File: src/common/pwm_pkg.sv
// package: register map, field layout, mode codes and timing for the dual pwm block
// assumes: a 32-bit axi4-lite register bus and one 40 MHz system clock
package pwm_pkg;
  localparam int ADDR_W = 5;
  localparam logic [ADDR_W-1:0] CTRL_OFS = 5'h00;
  localparam logic [ADDR_W-1:0] A_LOW_OFS = 5'h04;
  localparam logic [ADDR_W-1:0] A_HIGH_OFS = 5'h08;
  localparam logic [ADDR_W-1:0] B_LOW_OFS = 5'h0C;
  localparam logic [ADDR_W-1:0] B_HIGH_OFS = 5'h10;
  localparam logic [ADDR_W-1:0] STAT_OFS = 5'h14;
  localparam logic [7:0] CTRL_RESET = 8'h00;
  localparam int MODE_LSB = 4;
  localparam int PRESC_LSB = 2;
  localparam int CSEL_LSB = 0;
  localparam logic [1:0] RESP_OKAY = 2'h0;
  localparam logic [1:0] RESP_SLVERR = 2'h2;
  localparam logic [2:0] MODE_OFF = 3'h0;
  localparam logic [2:0] MODE_SINGLE = 3'h1;
  localparam logic [2:0] MODE_TWIN8 = 3'h2;
  localparam logic [2:0] MODE_TWIN16 = 3'h3;
  localparam logic [2:0] MODE_NRZ = 3'h4;
  localparam logic [2:0] MODE_DUAL8 = 3'h5;
  localparam logic [2:0] MODE_RZ = 3'h6;
  localparam logic [7:0] PRESC_DIV1 = 8'h00;
  localparam logic [7:0] PRESC_DIV4 = 8'h03;
  localparam logic [7:0] PRESC_DIV16 = 8'h0F;
  localparam logic [7:0] PRESC_DIV64 = 8'h3F;
  localparam int RZ_DIV_REC = 4;
  typedef enum logic [1:0] {W_IDLE, W_RESP} wr_state_e;
endpackage

File: src/dual_pwm_sigma_delta_dac.sv
// file: dual pwm and sigma-delta dac with an axi4-lite register file
// assumes: ext_clk_pin is asynchronous; divided core clock sources come as enables
//
// Behaviour
// - mode 0 releases both pins
// - mode 1 period from channel b word
// - mode 1 duty from channel a word
// - mode 2 shared 8-bit period b low
// - mode 2 first output low at a low
// - mode 2 second high at b high, low a high
// - mode 3 counter runs full 16 bits
// - mode 3 first high below a word
// - mode 3 second high below b word
// - mode 3 both rise at rollover
// - mode 4 outputs update every pwm clock
// - mode 4 high for word count cycles
// - cleared low bits give faster repetition
// - mode 5 own 8-bit periods from b
// - mode 5 duties from a low/high
// - mode 5 shares clock and prescaler
// - mode 6 high only first half clock, whole clock at divide by 1
// - three-bit mode field selects mode
// - control write resets the counter
// - low byte held, high commits next cycle
// - prescaler divides by 1,4,16,64
//
// Local design decisions: the AXI4-Lite register port and the register addresses.
`timescale 1ns/100ps
module dual_pwm_sigma_delta_dac
  import pwm_pkg::*;
(
  input wire logic sys_clk,
  input wire logic rst,
  input wire logic osc_div_tick,
  input wire logic osc_div15_tick,
  input wire logic ext_clk_pin,
  input wire logic [ADDR_W-1:0] s_axi_awaddr,
  input wire logic s_axi_awvalid,
  output logic s_axi_awready,
  input wire logic [31:0] s_axi_wdata,
  input wire logic [3:0] s_axi_wstrb,
  input wire logic s_axi_wvalid,
  output logic s_axi_wready,
  output logic [1:0] s_axi_bresp,
  output logic s_axi_bvalid,
  input wire logic s_axi_bready,
  input wire logic [ADDR_W-1:0] s_axi_araddr,
  input wire logic s_axi_arvalid,
  output logic s_axi_arready,
  output logic [31:0] s_axi_rdata,
  output logic [1:0] s_axi_rresp,
  output logic s_axi_rvalid,
  input wire logic s_axi_rready,
  output logic first_output_pin,
  output logic first_output_oe,
  output logic second_output_pin,
  output logic second_output_oe
);
  // ----------------------------------------------------------------
  // register state
  // ----------------------------------------------------------------
  logic [7:0] modulator_control_reg, next_ctrl;
  logic [7:0] chan_a_low_byte, next_a_low;
  logic [7:0] chan_a_high_byte, next_a_high;
  logic [7:0] chan_b_low_byte, next_b_low;
  logic [7:0] chan_b_high_byte, next_b_high;
  logic [7:0] a_hold, next_a_hold;
  logic [7:0] b_hold, next_b_hold;
  logic [15:0] chan_a_word, next_a_word;
  logic [15:0] chan_b_word, next_b_word;
  logic [1:0] wr_pend, next_wr_pend;
  logic aw_got, next_aw_got;
  logic w_got, next_w_got;
  logic [ADDR_W-1:0] aw_addr, next_aw_addr;
  logic [31:0] w_data, next_w_data;
  logic [3:0] w_strb, next_w_strb;
  wr_state_e wr_state, next_wr_state;
  logic [1:0] next_bresp;
  logic next_rvalid;
  logic [31:0] next_rdata;
  logic [1:0] next_rresp;
  logic do_write;
  logic ctrl_write;
  logic [2:0] mode;
  logic [1:0] presc;
  logic [1:0] csel;
  logic [15:0] count, next_count;
  logic period_end;
  assign mode = modulator_control_reg[MODE_LSB +: 3];
  assign presc = modulator_control_reg[PRESC_LSB +: 2];
  assign csel = modulator_control_reg[CSEL_LSB +: 2];

  // ----------------------------------------------------------------
  // axi4-lite write
  // ----------------------------------------------------------------
  assign s_axi_awready = (wr_state == W_IDLE) && !aw_got;
  assign s_axi_wready = (wr_state == W_IDLE) && !w_got;
  // built from present state and handshakes only, so it cannot loop through next_ values
  assign do_write = (wr_state == W_IDLE) && (aw_got || (s_axi_awvalid && s_axi_awready))
    && (w_got || (s_axi_wvalid && s_axi_wready));
  assign ctrl_write = do_write && (next_aw_addr == CTRL_OFS) && next_w_strb[0];
  always_comb begin
    next_aw_got = aw_got;
    next_w_got = w_got;
    next_aw_addr = aw_addr;
    next_w_data = w_data;
    next_w_strb = w_strb;
    next_wr_state = wr_state;
    next_bresp = s_axi_bresp;
    next_ctrl = modulator_control_reg;
    next_a_low = chan_a_low_byte;
    next_a_high = chan_a_high_byte;
    next_b_low = chan_b_low_byte;
    next_b_high = chan_b_high_byte;
    next_a_hold = a_hold;
    next_b_hold = b_hold;
    next_wr_pend = wr_pend;
    // a commit landing at a period end stays pending: set wins over clear
    if (period_end) begin
      next_wr_pend = 2'h0;
    end
    if (s_axi_awvalid && s_axi_awready) begin
      next_aw_got = 1'b1;
      next_aw_addr = s_axi_awaddr;
    end
    if (s_axi_wvalid && s_axi_wready) begin
      next_w_got = 1'b1;
      next_w_data = s_axi_wdata;
      next_w_strb = s_axi_wstrb;
    end
    if (do_write) begin
      next_aw_got = 1'b0;
      next_w_got = 1'b0;
      next_wr_state = W_RESP;
      next_bresp = RESP_OKAY;
      if (next_w_strb[0]) begin
        case (next_aw_addr)
          CTRL_OFS: next_ctrl = next_w_data[7:0];
          A_LOW_OFS: next_a_hold = next_w_data[7:0];
          B_LOW_OFS: next_b_hold = next_w_data[7:0];
          A_HIGH_OFS: begin
            next_a_high = next_w_data[7:0];
            next_a_low = a_hold;
            next_wr_pend[0] = 1'b1;
          end
          B_HIGH_OFS: begin
            next_b_high = next_w_data[7:0];
            next_b_low = b_hold;
            next_wr_pend[1] = 1'b1;
          end
          STAT_OFS: next_bresp = RESP_OKAY;
          default: next_bresp = RESP_SLVERR;
        endcase
      end else if (next_aw_addr > STAT_OFS || next_aw_addr[1:0] != 2'h0) begin
        next_bresp = RESP_SLVERR;
      end
    end else if (wr_state == W_RESP && s_axi_bready) begin
      next_wr_state = W_IDLE;
    end
  end
  assign s_axi_bvalid = (wr_state == W_RESP);

  // ----------------------------------------------------------------
  // axi4-lite read
  // ----------------------------------------------------------------
  assign s_axi_arready = !s_axi_rvalid;
  always_comb begin
    next_rvalid = s_axi_rvalid;
    next_rdata = s_axi_rdata;
    next_rresp = s_axi_rresp;
    if (s_axi_arvalid && s_axi_arready) begin
      next_rvalid = 1'b1;
      next_rresp = RESP_OKAY;
      case (s_axi_araddr)
        CTRL_OFS: next_rdata = {24'h000000, modulator_control_reg};
        A_LOW_OFS: next_rdata = {24'h000000, chan_a_low_byte};
        A_HIGH_OFS: next_rdata = {24'h000000, chan_a_high_byte};
        B_LOW_OFS: next_rdata = {24'h000000, chan_b_low_byte};
        B_HIGH_OFS: next_rdata = {24'h000000, chan_b_high_byte};
        STAT_OFS: next_rdata = {12'h000, wr_pend, first_output_pin, second_output_pin, count};
        default: begin
          next_rdata = 32'h00000000;
          next_rresp = RESP_SLVERR;
        end
      endcase
    end else if (s_axi_rvalid && s_axi_rready) begin
      next_rvalid = 1'b0;
    end
  end

  // ----------------------------------------------------------------
  // clock source and prescaler
  // ----------------------------------------------------------------
  logic ext_s1, ext_s2, ext_s3;
  logic src_tick;
  logic step;
  logic half;
  always_comb begin
    case (csel)
      2'h0: src_tick = osc_div15_tick;
      2'h1: src_tick = osc_div_tick;
      2'h2: src_tick = ext_s2 && !ext_s3;
      default: src_tick = 1'b1;
    endcase
  end
  pwm_div u_div (
    .sys_clk(sys_clk),
    .rst(rst),
    .clear(ctrl_write),
    .tick_in(src_tick),
    .presc(presc),
    .step(step),
    .half(half)
  );

  // ----------------------------------------------------------------
  // counters and waveform
  // ----------------------------------------------------------------
  logic [7:0] count_b, next_count_b;
  logic out_a, next_out_a;
  logic out_b, next_out_b;
  logic [15:0] period_top;
  logic sd_a, sd_b;
  always_comb begin
    case (mode)
      MODE_SINGLE: period_top = chan_b_word - 16'h0001;
      MODE_TWIN8, MODE_DUAL8: period_top = {8'h00, chan_b_low_byte};
      default: period_top = 16'hFFFF;
    endcase
  end
  assign period_end = step && (count >= period_top);
  always_comb begin
    next_count = count;
    next_count_b = count_b;
    next_out_a = out_a;
    next_out_b = out_b;
    next_a_word = chan_a_word;
    next_b_word = chan_b_word;
    // a disabled modulator holds its counters at zero
    if (ctrl_write || (mode == MODE_OFF)) begin
      next_count = 16'h0000;
      next_count_b = 8'h00;
      next_out_a = 1'b0;
      next_out_b = 1'b0;
    end else if (step) begin
      next_count = period_end ? 16'h0000 : count + 16'h0001;
      next_count_b = (count_b >= chan_b_high_byte) ? 8'h00 : count_b + 8'h01;
      // outputs follow the counter value one step late
      case (mode)
        MODE_SINGLE: next_out_a = (count < chan_a_word);
        MODE_TWIN8: begin
          if (count[7:0] == 8'h00) next_out_a = 1'b1;
          if (count[7:0] == chan_a_low_byte) next_out_a = 1'b0;
          if (count[7:0] == chan_b_high_byte) next_out_b = 1'b1;
          if (count[7:0] == chan_a_high_byte) next_out_b = 1'b0;
        end
        MODE_TWIN16: begin
          next_out_a = (count < chan_a_word);
          next_out_b = (count < chan_b_word);
        end
        MODE_DUAL8: begin
          next_out_a = (count[7:0] < chan_a_low_byte);
          next_out_b = (count_b < chan_a_high_byte);
        end
        default: begin
          next_out_a = 1'b0;
          next_out_b = 1'b0;
        end
      endcase
    end
    if (period_end || (mode == MODE_NRZ) || (mode == MODE_RZ) || ctrl_write) begin
      next_a_word = {chan_a_high_byte, chan_a_low_byte};
      next_b_word = {chan_b_high_byte, chan_b_low_byte};
    end
  end
  // sigma-delta: low bits left at zero make the carry pattern repeat sooner
  sd_chan #(.W(16)) u_sd_a (
    .sys_clk(sys_clk),
    .rst(rst),
    .clear(ctrl_write),
    .step(step),
    .duty(chan_a_word),
    .bit_out(sd_a)
  );
  sd_chan #(.W(16)) u_sd_b (
    .sys_clk(sys_clk),
    .rst(rst),
    .clear(ctrl_write),
    .step(step),
    .duty(chan_b_word),
    .bit_out(sd_b)
  );
  always_comb begin
    first_output_oe = 1'b1;
    second_output_oe = 1'b1;
    case (mode)
      MODE_OFF: begin
        first_output_oe = 1'b0;
        second_output_oe = 1'b0;
        first_output_pin = 1'b0;
        second_output_pin = 1'b0;
      end
      MODE_SINGLE: begin
        first_output_oe = 1'b0;
        first_output_pin = 1'b0;
        second_output_pin = out_a;
      end
      MODE_NRZ: begin
        first_output_pin = sd_a;
        second_output_pin = sd_b;
      end
      MODE_RZ: begin
        first_output_pin = sd_a && !half;
        second_output_pin = sd_b && !half;
      end
      MODE_TWIN8, MODE_TWIN16, MODE_DUAL8: begin
        first_output_pin = out_a;
        second_output_pin = out_b;
      end
      default: begin
        first_output_oe = 1'b0;
        second_output_oe = 1'b0;
        first_output_pin = 1'b0;
        second_output_pin = 1'b0;
      end
    endcase
  end

  // ----------------------------------------------------------------
  // registers
  // ----------------------------------------------------------------
  always_ff @(posedge sys_clk) begin
    if (rst) begin
      modulator_control_reg <= CTRL_RESET;
      chan_a_low_byte <= 8'h00;
      chan_a_high_byte <= 8'h00;
      chan_b_low_byte <= 8'h00;
      chan_b_high_byte <= 8'h00;
      a_hold <= 8'h00;
      b_hold <= 8'h00;
      chan_a_word <= 16'h0000;
      chan_b_word <= 16'h0000;
      wr_pend <= 2'h0;
      aw_got <= 1'b0;
      w_got <= 1'b0;
      aw_addr <= '0;
      w_data <= 32'h00000000;
      w_strb <= 4'h0;
      wr_state <= W_IDLE;
      s_axi_bresp <= RESP_OKAY;
      s_axi_rvalid <= 1'b0;
      s_axi_rdata <= 32'h00000000;
      s_axi_rresp <= RESP_OKAY;
      count <= 16'h0000;
      count_b <= 8'h00;
      out_a <= 1'b0;
      out_b <= 1'b0;
      ext_s1 <= 1'b0;
      ext_s2 <= 1'b0;
      ext_s3 <= 1'b0;
    end else begin
      modulator_control_reg <= next_ctrl;
      chan_a_low_byte <= next_a_low;
      chan_a_high_byte <= next_a_high;
      chan_b_low_byte <= next_b_low;
      chan_b_high_byte <= next_b_high;
      a_hold <= next_a_hold;
      b_hold <= next_b_hold;
      chan_a_word <= next_a_word;
      chan_b_word <= next_b_word;
      wr_pend <= next_wr_pend;
      aw_got <= next_aw_got;
      w_got <= next_w_got;
      aw_addr <= next_aw_addr;
      w_data <= next_w_data;
      w_strb <= next_w_strb;
      wr_state <= next_wr_state;
      s_axi_bresp <= next_bresp;
      s_axi_rvalid <= next_rvalid;
      s_axi_rdata <= next_rdata;
      s_axi_rresp <= next_rresp;
      count <= next_count;
      count_b <= next_count_b;
      out_a <= next_out_a;
      out_b <= next_out_b;
      ext_s1 <= ext_clk_pin;
      ext_s2 <= ext_s1;
      ext_s3 <= ext_s2;
    end
  end
endmodule

File: src/pwm_div.sv
// file: prescaler turning the selected pwm clock into a counter step enable
// assumes: tick_in is a one-cycle enable on sys_clk
`timescale 1ns/100ps
module pwm_div
  import pwm_pkg::*;
(
  input wire logic sys_clk,
  input wire logic rst,
  input wire logic clear,
  input wire logic tick_in,
  input wire logic [1:0] presc,
  output logic step,
  output logic half
);
  logic [7:0] cnt;
  logic [7:0] next_cnt;
  logic [7:0] limit;
  always_comb begin
    case (presc)
      2'h0: limit = PRESC_DIV1;
      2'h1: limit = PRESC_DIV4;
      2'h2: limit = PRESC_DIV16;
      default: limit = PRESC_DIV64;
    endcase
  end
  // divide by 1, 4, 16 or 64
  assign step = tick_in && (cnt >= limit);
  // second half of a counter step, used for return-to-zero shaping
  assign half = (limit == PRESC_DIV1) ? 1'b0 : (cnt > (limit >> 1));
  always_comb begin
    next_cnt = cnt;
    if (clear) begin
      next_cnt = 8'h00;
    end else if (step) begin
      next_cnt = 8'h00;
    end else if (tick_in) begin
      next_cnt = cnt + 8'h01;
    end
  end
  always_ff @(posedge sys_clk) begin
    if (rst) begin
      cnt <= 8'h00;
    end else begin
      cnt <= next_cnt;
    end
  end
endmodule

File: src/sd_chan.sv
// file: one sigma-delta channel, a 16-bit accumulator with carry out
// assumes: step is a one-cycle enable; clear restarts the accumulator
`timescale 1ns/100ps
module sd_chan #(
  parameter int W = 16
) (
  input wire logic sys_clk,
  input wire logic rst,
  input wire logic clear,
  input wire logic step,
  input wire logic [W-1:0] duty,
  output logic bit_out
);
  logic [W-1:0] acc;
  logic [W-1:0] next_acc;
  logic next_bit;
  logic [W:0] sum;
  always_comb begin
    sum = {1'b0, acc} + {1'b0, duty};
    next_acc = acc;
    next_bit = bit_out;
    if (clear) begin
      next_acc = '0;
      next_bit = 1'b0;
    end else if (step) begin
      next_acc = sum[W-1:0];
      next_bit = sum[W];
    end
  end
  always_ff @(posedge sys_clk) begin
    if (rst) begin
      acc <= '0;
      bit_out <= 1'b0;
    end else begin
      acc <= next_acc;
      bit_out <= next_bit;
    end
  end
endmodule

File: config.mk
export PLATFORM = sky130hd
export DESIGN_NAME = dual_pwm_sigma_delta_dac
export DESIGN_NICKNAME = d
export VERILOG_FILES = /design/src/common/pwm_pkg.sv /design/src/dual_pwm_sigma_delta_dac.sv /design/src/pwm_div.sv /design/src/sd_chan.sv
export SDC_FILE = /design/constraint.sdc
export NUM_CORES = 1
export LEC_CHECK = 0
export ABC_AREA = 1
export BUFFER_PORTS_ARGS = -buffer_cell sky130_fd_sc_hd__buf_4
export CAP_MARGIN = 20
export CELL_PAD_IN_SITES_DETAIL_PLACEMENT = 0
export CELL_PAD_IN_SITES_GLOBAL_PLACEMENT = 1
export CORE_MARGIN = 8
export CORE_UTILIZATION = 40
export DETAILED_ROUTE_END_ITERATION = 8
export PLACE_DENSITY = 0.81
export SLEW_MARGIN = 10
export SYNTH_ARGS = -nofsm -noshare
export SYNTH_HDL_FRONTEND = slang
export SYNTH_SLANG_ARGS = --single-unit
File: constraint.sdc
create_clock -name sys_clk -period 2.5 [get_ports sys_clk]
set_input_delay 0.25 -clock sys_clk [delete_from_list [all_inputs] [get_ports sys_clk]]
set_output_delay 0.25 -clock sys_clk [all_outputs]
set_load 0.02 [all_outputs]
Yosys cells after proc, flatten, opt, wreduce, memory -nomap -nowiden
Index checks and enable logic that the tools add are counted.
{"block": "totals", "elab_cells": 163, "in_bits": 56, "register_bits": 215}
{"block": "op_classes", "addsub": 6, "n_bitwise": 1, "n_reduce_logical": 57, "muxes": 33, "n_eq_ne": 25, "n_lt_le_gt_ge": 9}
{"op": "one-hot mux 20 bit (6 select lines)", "count": 1}
{"op": "adder 16 x 16 -> 17 bit", "count": 2}
{"op": "less-than comparator 16 bit", "count": 2}
{"op": "one-hot mux 16 bit (2 select lines)", "count": 1}
{"op": "== test 8 bit", "count": 3}
{"op": "== test 5 x 4 -> 1 bit (second input constant)", "count": 4}
{"op": "== test 5 bit (second input constant)", "count": 4}
{"op": "one-hot mux 6 bit (3 select lines)", "count": 1}
{"op": "AND reduction 3 bit", "count": 6}
{"op": "OR reduction 6 bit", "count": 3}
{"op": "adder 16 x 1 -> 16 bit (second input constant)", "count": 1}
{"op": "adder 8 x 1 -> 8 bit (second input constant)", "count": 2}
{"op": ">= comparator 16 bit", "count": 1}
{"op": "logical AND 1 bit", "count": 16}
{"op": "zero test 8 bit", "count": 2}
{"op": "less-than comparator 8 bit", "count": 2}
{"op": "2-to-1 mux 16 bit", "count": 1}
{"op": "2-to-1 mux 8 bit", "count": 2}
{"op": "subtractor 16 x 1 -> 16 bit (second input constant)", "count": 1}
{"op": "2-to-1 mux 1 bit", "count": 14}
{"op": "2-to-1 mux 2 bit", "count": 7}
{"op": "== test 5 x 3 -> 1 bit (second input constant)", "count": 2}
{"op": "zero test 5 bit", "count": 2}
{"op": "OR reduction 2 bit", "count": 5}
{"op": "other kinds (22)", "count": 46}

Longest topological paths before layout
{"block": "logic_depth", "depth_word": 10, "mapped_depth": 22, "ltp_nobuf": 21}

Modules after synthesis
A second synthesis with hierarchy kept.
{"block": "hier_totals", "hier_cells": 1915, "area_unflattened_um2": 12952.4}
{"module": "dual_pwm_sigma_delta_dac", "seq_area_each_um2": 3183.1, "cells_per_inst": 1278, "n_inst": 1, "area_per_inst_um2": 9067.4}
{"module": "sd_chan at u_sd_b", "seq_area_each_um2": 340.3, "cells_per_inst": 279, "n_inst": 1, "area_per_inst_um2": 1637.8}
{"module": "sd_chan at u_sd_a", "seq_area_each_um2": 340.3, "cells_per_inst": 273, "n_inst": 1, "area_per_inst_um2": 1616.6}
{"module": "pwm_div", "seq_area_each_um2": 160.2, "cells_per_inst": 85, "n_inst": 1, "area_per_inst_um2": 630.6}

Least setup slack after synthesis
Ideal clock, no wire load.
{"block": "synth_timing", "kind": "reg-to-reg", "start": "register chan_b_word[1]", "end": "register chan_a_word[13]", "setup_slack_ns": -0.282, "setup_ns": 0.115, "required_time_ns": 2.385, "synth_period_minus_slack_ns": 2.782, "arrival_time_ns": 2.667, "path_stages_with_launch": 22, "cell_sequence": "dfxtp_1 -> inv_1 -> nand2_1 -> nor2_1 -> nand2_1 -> nor2_1 -> nand3_1 -> nor2_1 -> nand3_1 -> nand2_1 -> nand3_1 -> nand2_1 -> inv_1 -> ha_1 -> nand2_1 -> nor3_1 -> nand3_1 -> nand3_1 -> nand2_1 -> buf_2 -> a21oi_1 -> nor2_1"}
{"block": "synth_between", "elab_chain_cells": 7}
{"element": "start, declared", "line_no": "dual_pwm_sigma_delta_dac.sv:70", "rtl": "logic [15:0] chan_b_word, next_b_word;"}
{"element": "start signal, assigned", "line_no": "dual_pwm_sigma_delta_dac.sv:370", "rtl": "chan_b_word <= next_b_word;"}
{"element": "subtractor 16 x 1 -> 16 bit", "line_no": "dual_pwm_sigma_delta_dac.sv:226", "rtl": "MODE_SINGLE: period_top = chan_b_word - 16'h0001;"}
{"element": "one-hot mux 16 bit (2 select lines)", "line_no": "dual_pwm_sigma_delta_dac.sv:225", "rtl": "case (mode)"}
{"element": ">= comparator 16 bit", "line_no": "dual_pwm_sigma_delta_dac.sv:231", "rtl": "assign period_end = step && (count >= period_top);"}
{"element": "logical AND 1 bit", "line_no": "dual_pwm_sigma_delta_dac.sv:231"}
{"element": "logical OR 1 bit (3 in a row)", "line_no": "dual_pwm_sigma_delta_dac.sv:271", "rtl": "if (period_end || (mode == MODE_NRZ) || (mode == MODE_RZ) || ctrl_write) begin"}
{"element": "end signal, assigned", "line_no": "dual_pwm_sigma_delta_dac.sv:369", "rtl": "chan_a_word <= next_a_word;"}
{"element": "end, declared", "line_no": "dual_pwm_sigma_delta_dac.sv:69", "rtl": "logic [15:0] chan_a_word, next_a_word;"}
Every way passes these cells.
A chain may end at the register's enable or synchronous reset.

Worst setup path after layout
{"block": "layout_timing", "start": "register modulator_control_reg[5]", "end": "register chan_a_word[12]"}
{"block": "layout_between", "elab_chain_cells": 8}
{"element": "start, declared", "line_no": "dual_pwm_sigma_delta_dac.sv:62", "rtl": "logic [7:0] modulator_control_reg, next_ctrl;"}
{"element": "start signal, assigned", "line_no": "dual_pwm_sigma_delta_dac.sv:362", "rtl": "modulator_control_reg <= next_ctrl;"}
{"element": "== test 3 x 2 -> 1 bit or == test 3 bit (tied branches)", "line_no": "dual_pwm_sigma_delta_dac.sv:225"}
{"element": "OR reduction 2 bit", "line_no": "dual_pwm_sigma_delta_dac.sv:225"}
{"element": "one-hot mux 16 bit (2 select lines)", "line_no": "dual_pwm_sigma_delta_dac.sv:225"}
{"element": ">= comparator 16 bit", "line_no": "dual_pwm_sigma_delta_dac.sv:231"}
{"element": "logical AND 1 bit", "line_no": "dual_pwm_sigma_delta_dac.sv:231"}
{"element": "logical OR 1 bit", "line_no": "dual_pwm_sigma_delta_dac.sv:271"}
{"element": "logical OR 1 bit (*) (2 in a row)", "line_no": "dual_pwm_sigma_delta_dac.sv:271"}
Mark *: on every way between the ends. The rest lies on a longest branch, timed or not.

==> results.toml <==
[outcome]
status = "finished, violations left"
violations = "negative setup slack"

[clock_network]
clkSinkCount = 201
cts-root-buf = "clkbuf_16"
clkTransAtPathRegs_ns = 0.06
cts_tree = "built"
numCtsBuffers = 25
cts.path.max_buffers = 3
clkLatencyLatePin_ns = 0.55
htreeDepth = 1

[global_routing]
grt_usage = 0.218
grt_max_degree = 87
grt-ovfl-total = 0
grt_pass1_wl_um = 67000
antenna_found_initial = 0
first_global_vias = 12300

[critical_path]
cp_common_cell = "nand2_1"
cp.required_ns = 2.93
slowest_delay_ns = 0.35
critPathLaunchType = "flop"
path_buf_inv = 5
cp_slowest_cell = "dfxtp_2"
crit_family = "simple AND/OR/NAND/NOR gates"
critPathMaxFanout = 7
crit_path_cell_trace = "inv_1 > nor2_1 > nand2_1 > inv_2 > nor2_4 > clkdlybuf4s15_2 > o211ai_1 > inv_1 > ha_1 > nand2_1 > a21oi_1 > nor2_1 > nand2_1 > nand2_2 > nand3_4 > nand2_8 > buf_6 > nand3_2 > nand2_1 > nor2_1"
critPathKind = "flop to flop"
arrival_ns = 3.25
cp-end-kind = "flop"

[timing]
rsz0062_at_grt = "yes"
max_slew_margin = 0.445
post-route-min-period_ns = 2.82
final_max_slew_viol_count = 0
clock_skew_ns = 0.0156
finalSetupViolCount = 50
setup_ws_ns = -0.320
fmax_mhz = 355
hold_violations = 0
worst_pin_slew_ns = 0.832
finalCritPeriodShare = 1.13
whs_ns = 0.0297

[cells_and_area]
drive_above_1_share = 0.170
regMostFlops = "s_axi_rdata"
fin_area_um2 = 15500
nNetsFinal = 2160
largest_register_ffs = 20
diodes = 0
final_util = 0.496
instances_no_fill = 2408
areaGrowthSynthToFinish_pct = 23.0

[power_and_ir_drop]
combPwrFrac = 0.149
seq_power_share = 0.381
power_density_nw_per_um2 = 572
leakage_nw = 7.25
clockPowerShare = 0.470
switching_power_w = 0.00242
peakVddDrop_mv = 0.528
p_sw_frac = 0.272
internal-power_w = 0.00646

[floorplan]
rows = 65
die_y_um = 194
fp.dieArea_um2 = 37500
start_util = 0.403
core-area_um2 = 31300
die_w_um = 194
boundaryPins = 101

[route]
drt-pass1-iter-count = 5
via_per_inst = 5.25
ant_nets = 0
postRouteWirelength_um = 42000
drc_errors = 0
routed-via-count = 12600
drtIter0Drc = 786
wl_per_cell_um = 17.5

[yosys]
ys_ff_latch = 201
synth_edf_count = 0
ys_seq_area_frac = 0.319
async_reset_ff_frac = 0
synth-main-ff-cell = "dfxtp_1"
syn_area_per_cell_um2 = 6.86
yosys-top-cells-area = "dfxtp_1, nand2_1, ha_1"
yosysTopAreaCell = "dfxtp_1"
synth_cells = 1842
synth_cell_type_count = 46
ys_warn_count = 0
syn_area_um2 = 12600
netlist.area_leader.share = 0.319
synthTopCellsByCount = "nand2_1, a21oi_1, inv_1"
yosysMostFrequentCell = "nand2_1"

[placement]
dpl.hpwl_um = 32200
portBuffers = 59
gp_congestion = 0.997
placed_area_um2 = 14100
place_inst = 2345

[run]
drv_cap = 0

[hold_path]
hp-class = "primary input to flop"
-- area by class of cell --
type                            instances  area [µm²]
Clock inverter                         11         223
Tap cell                              402         503
Timing Repair Buffer                  172        1450
Inverter                              212         803
Fill cell                            3148       15800
Clock buffer                           34         729
Multi-Input combinational cell       1376        7790
Sequential cell                       201        4030
-- per-layer routing --
layer	routed length, µm	GRT usage	up-vias
met5	0	0	-
met2	19600	0.374	339
met4	1550	0.0767	0
li1	-	-	6365
met3	1840	0.0257	84
met1	19100	0.279	5844
-- final timing paths --
path              depth (start not counted)                     start  slack (ns)               to
setup / recovery                         20  modulator_control_reg[5]       -0.32  chan_a_word[12]
hold / removal                            3              s_axi_rready        0.03     s_axi_rvalid
setup reg to reg                         20  modulator_control_reg[5]       -0.32  chan_a_word[12]
hold reg to reg                           2                    ext_s2        0.43           ext_s3
-- timing repair --
| action | CTS | global route |
|---|---|---|
| pin swaps | 18 | 17 |
| gates cloned | 4 | 2 |
| hold buffers | 3 | 0 |
| endpoints found under the setup margin | 52 | 58 |
| hold endpoints to repair | 3 | 0 |
| setup buffers | 6 | 6 |
| resized for setup | 54 | 28 |
-- worst register-to-register path, cell delays in order (launching register included) --
cell,delay (ns)
dfxtp_2,0.35
inv_1,0.05
nor2_1,0.13
nand2_1,0.11
inv_2,0.10
nor2_4,0.05
clkdlybuf4s15_2,0.25
o211ai_1,0.20
inv_1,0.07
ha_1,0.27
nand2_1,0.09
a21oi_1,0.06
nor2_1,0.10
nand2_1,0.08
nand2_2,0.08
nand3_4,0.14
nand2_8,0.19
buf_6,0.17
nand3_2,0.08
nand2_1,0.10
nor2_1,0.04
-- cells by family (layout without fill, tap and decap cells) --
| group | count (synthesis) | after routing | synth area share |
|---|---|---|---|
| other cells | 1 | 14 | 0.000297 |
| buf+inv | 280 | 429 | 0.0946 |
| xor+xnor | 38 | 38 | 0.0263 |
| flops | 201 | 201 | 0.319 |
| simple gates | 801 | 803 | 0.270 |
| fa+ha+maj | 116 | 116 | 0.116 |
| compound gates | 405 | 405 | 0.174 |
-- per-stage QoR --
stage               worst slack, ns  total power, W  setup TNS (ns)
finish                       -0.320         0.00888          -11.73
global route                 -0.510         0.00924          -21.36
CTS                          -0.273         0.00893          -10.10
detailed placement           -0.393         0.00472          -16.89
global placement             -0.343         0.00470          -14.18
floorplan                  -0.00507         0.00430          -0.142
-- cell usage in the layout (no fill, tap or decap), types with 9 or more instances in the layout --
| cell | n |
|---|---|
| o22ai_1 | 16 |
| o21ai_1 | 20 |
| ha_1 | 111 |
| clkbuf_16 | 27 |
| xor2_1 | 26 |
| o21ai_2 | 10 |
| nand3_2 | 12 |
| nor3_1 | 18 |
| a21oi_1 | 193 |
| a21oi_2 | 30 |
| xnor2_1 | 12 |
| o21ai_0 | 103 |
| buf_6 | 10 |
| nor2_2 | 12 |
| inv_2 | 14 |
| inv_1 | 195 |
| nand2_1 | 403 |
| buf_4 | 150 |
| nand2_2 | 14 |
| nand4_1 | 30 |
| conb_1 | 14 |
| nor2_1 | 182 |
| o211ai_1 | 9 |
| nand3_1 | 96 |
| dfxtp_1 | 196 |
-- power by group through the flow --
stage	Sequential [W]	Combinational, W	Clock (W)
6_report	0.00338	0.00132	0.00418
5_1_grt	0.00339	0.00148	0.00437
4_1_cts	0.00338	0.00131	0.00423
3_5_place_dp	0.00345	0.00127	0
3_3_place_gp	0.00345	0.00125	0
2_1_floorplan	0.00345	0.000842	0
No activity file was read; power rests on OpenSTA's default activity.
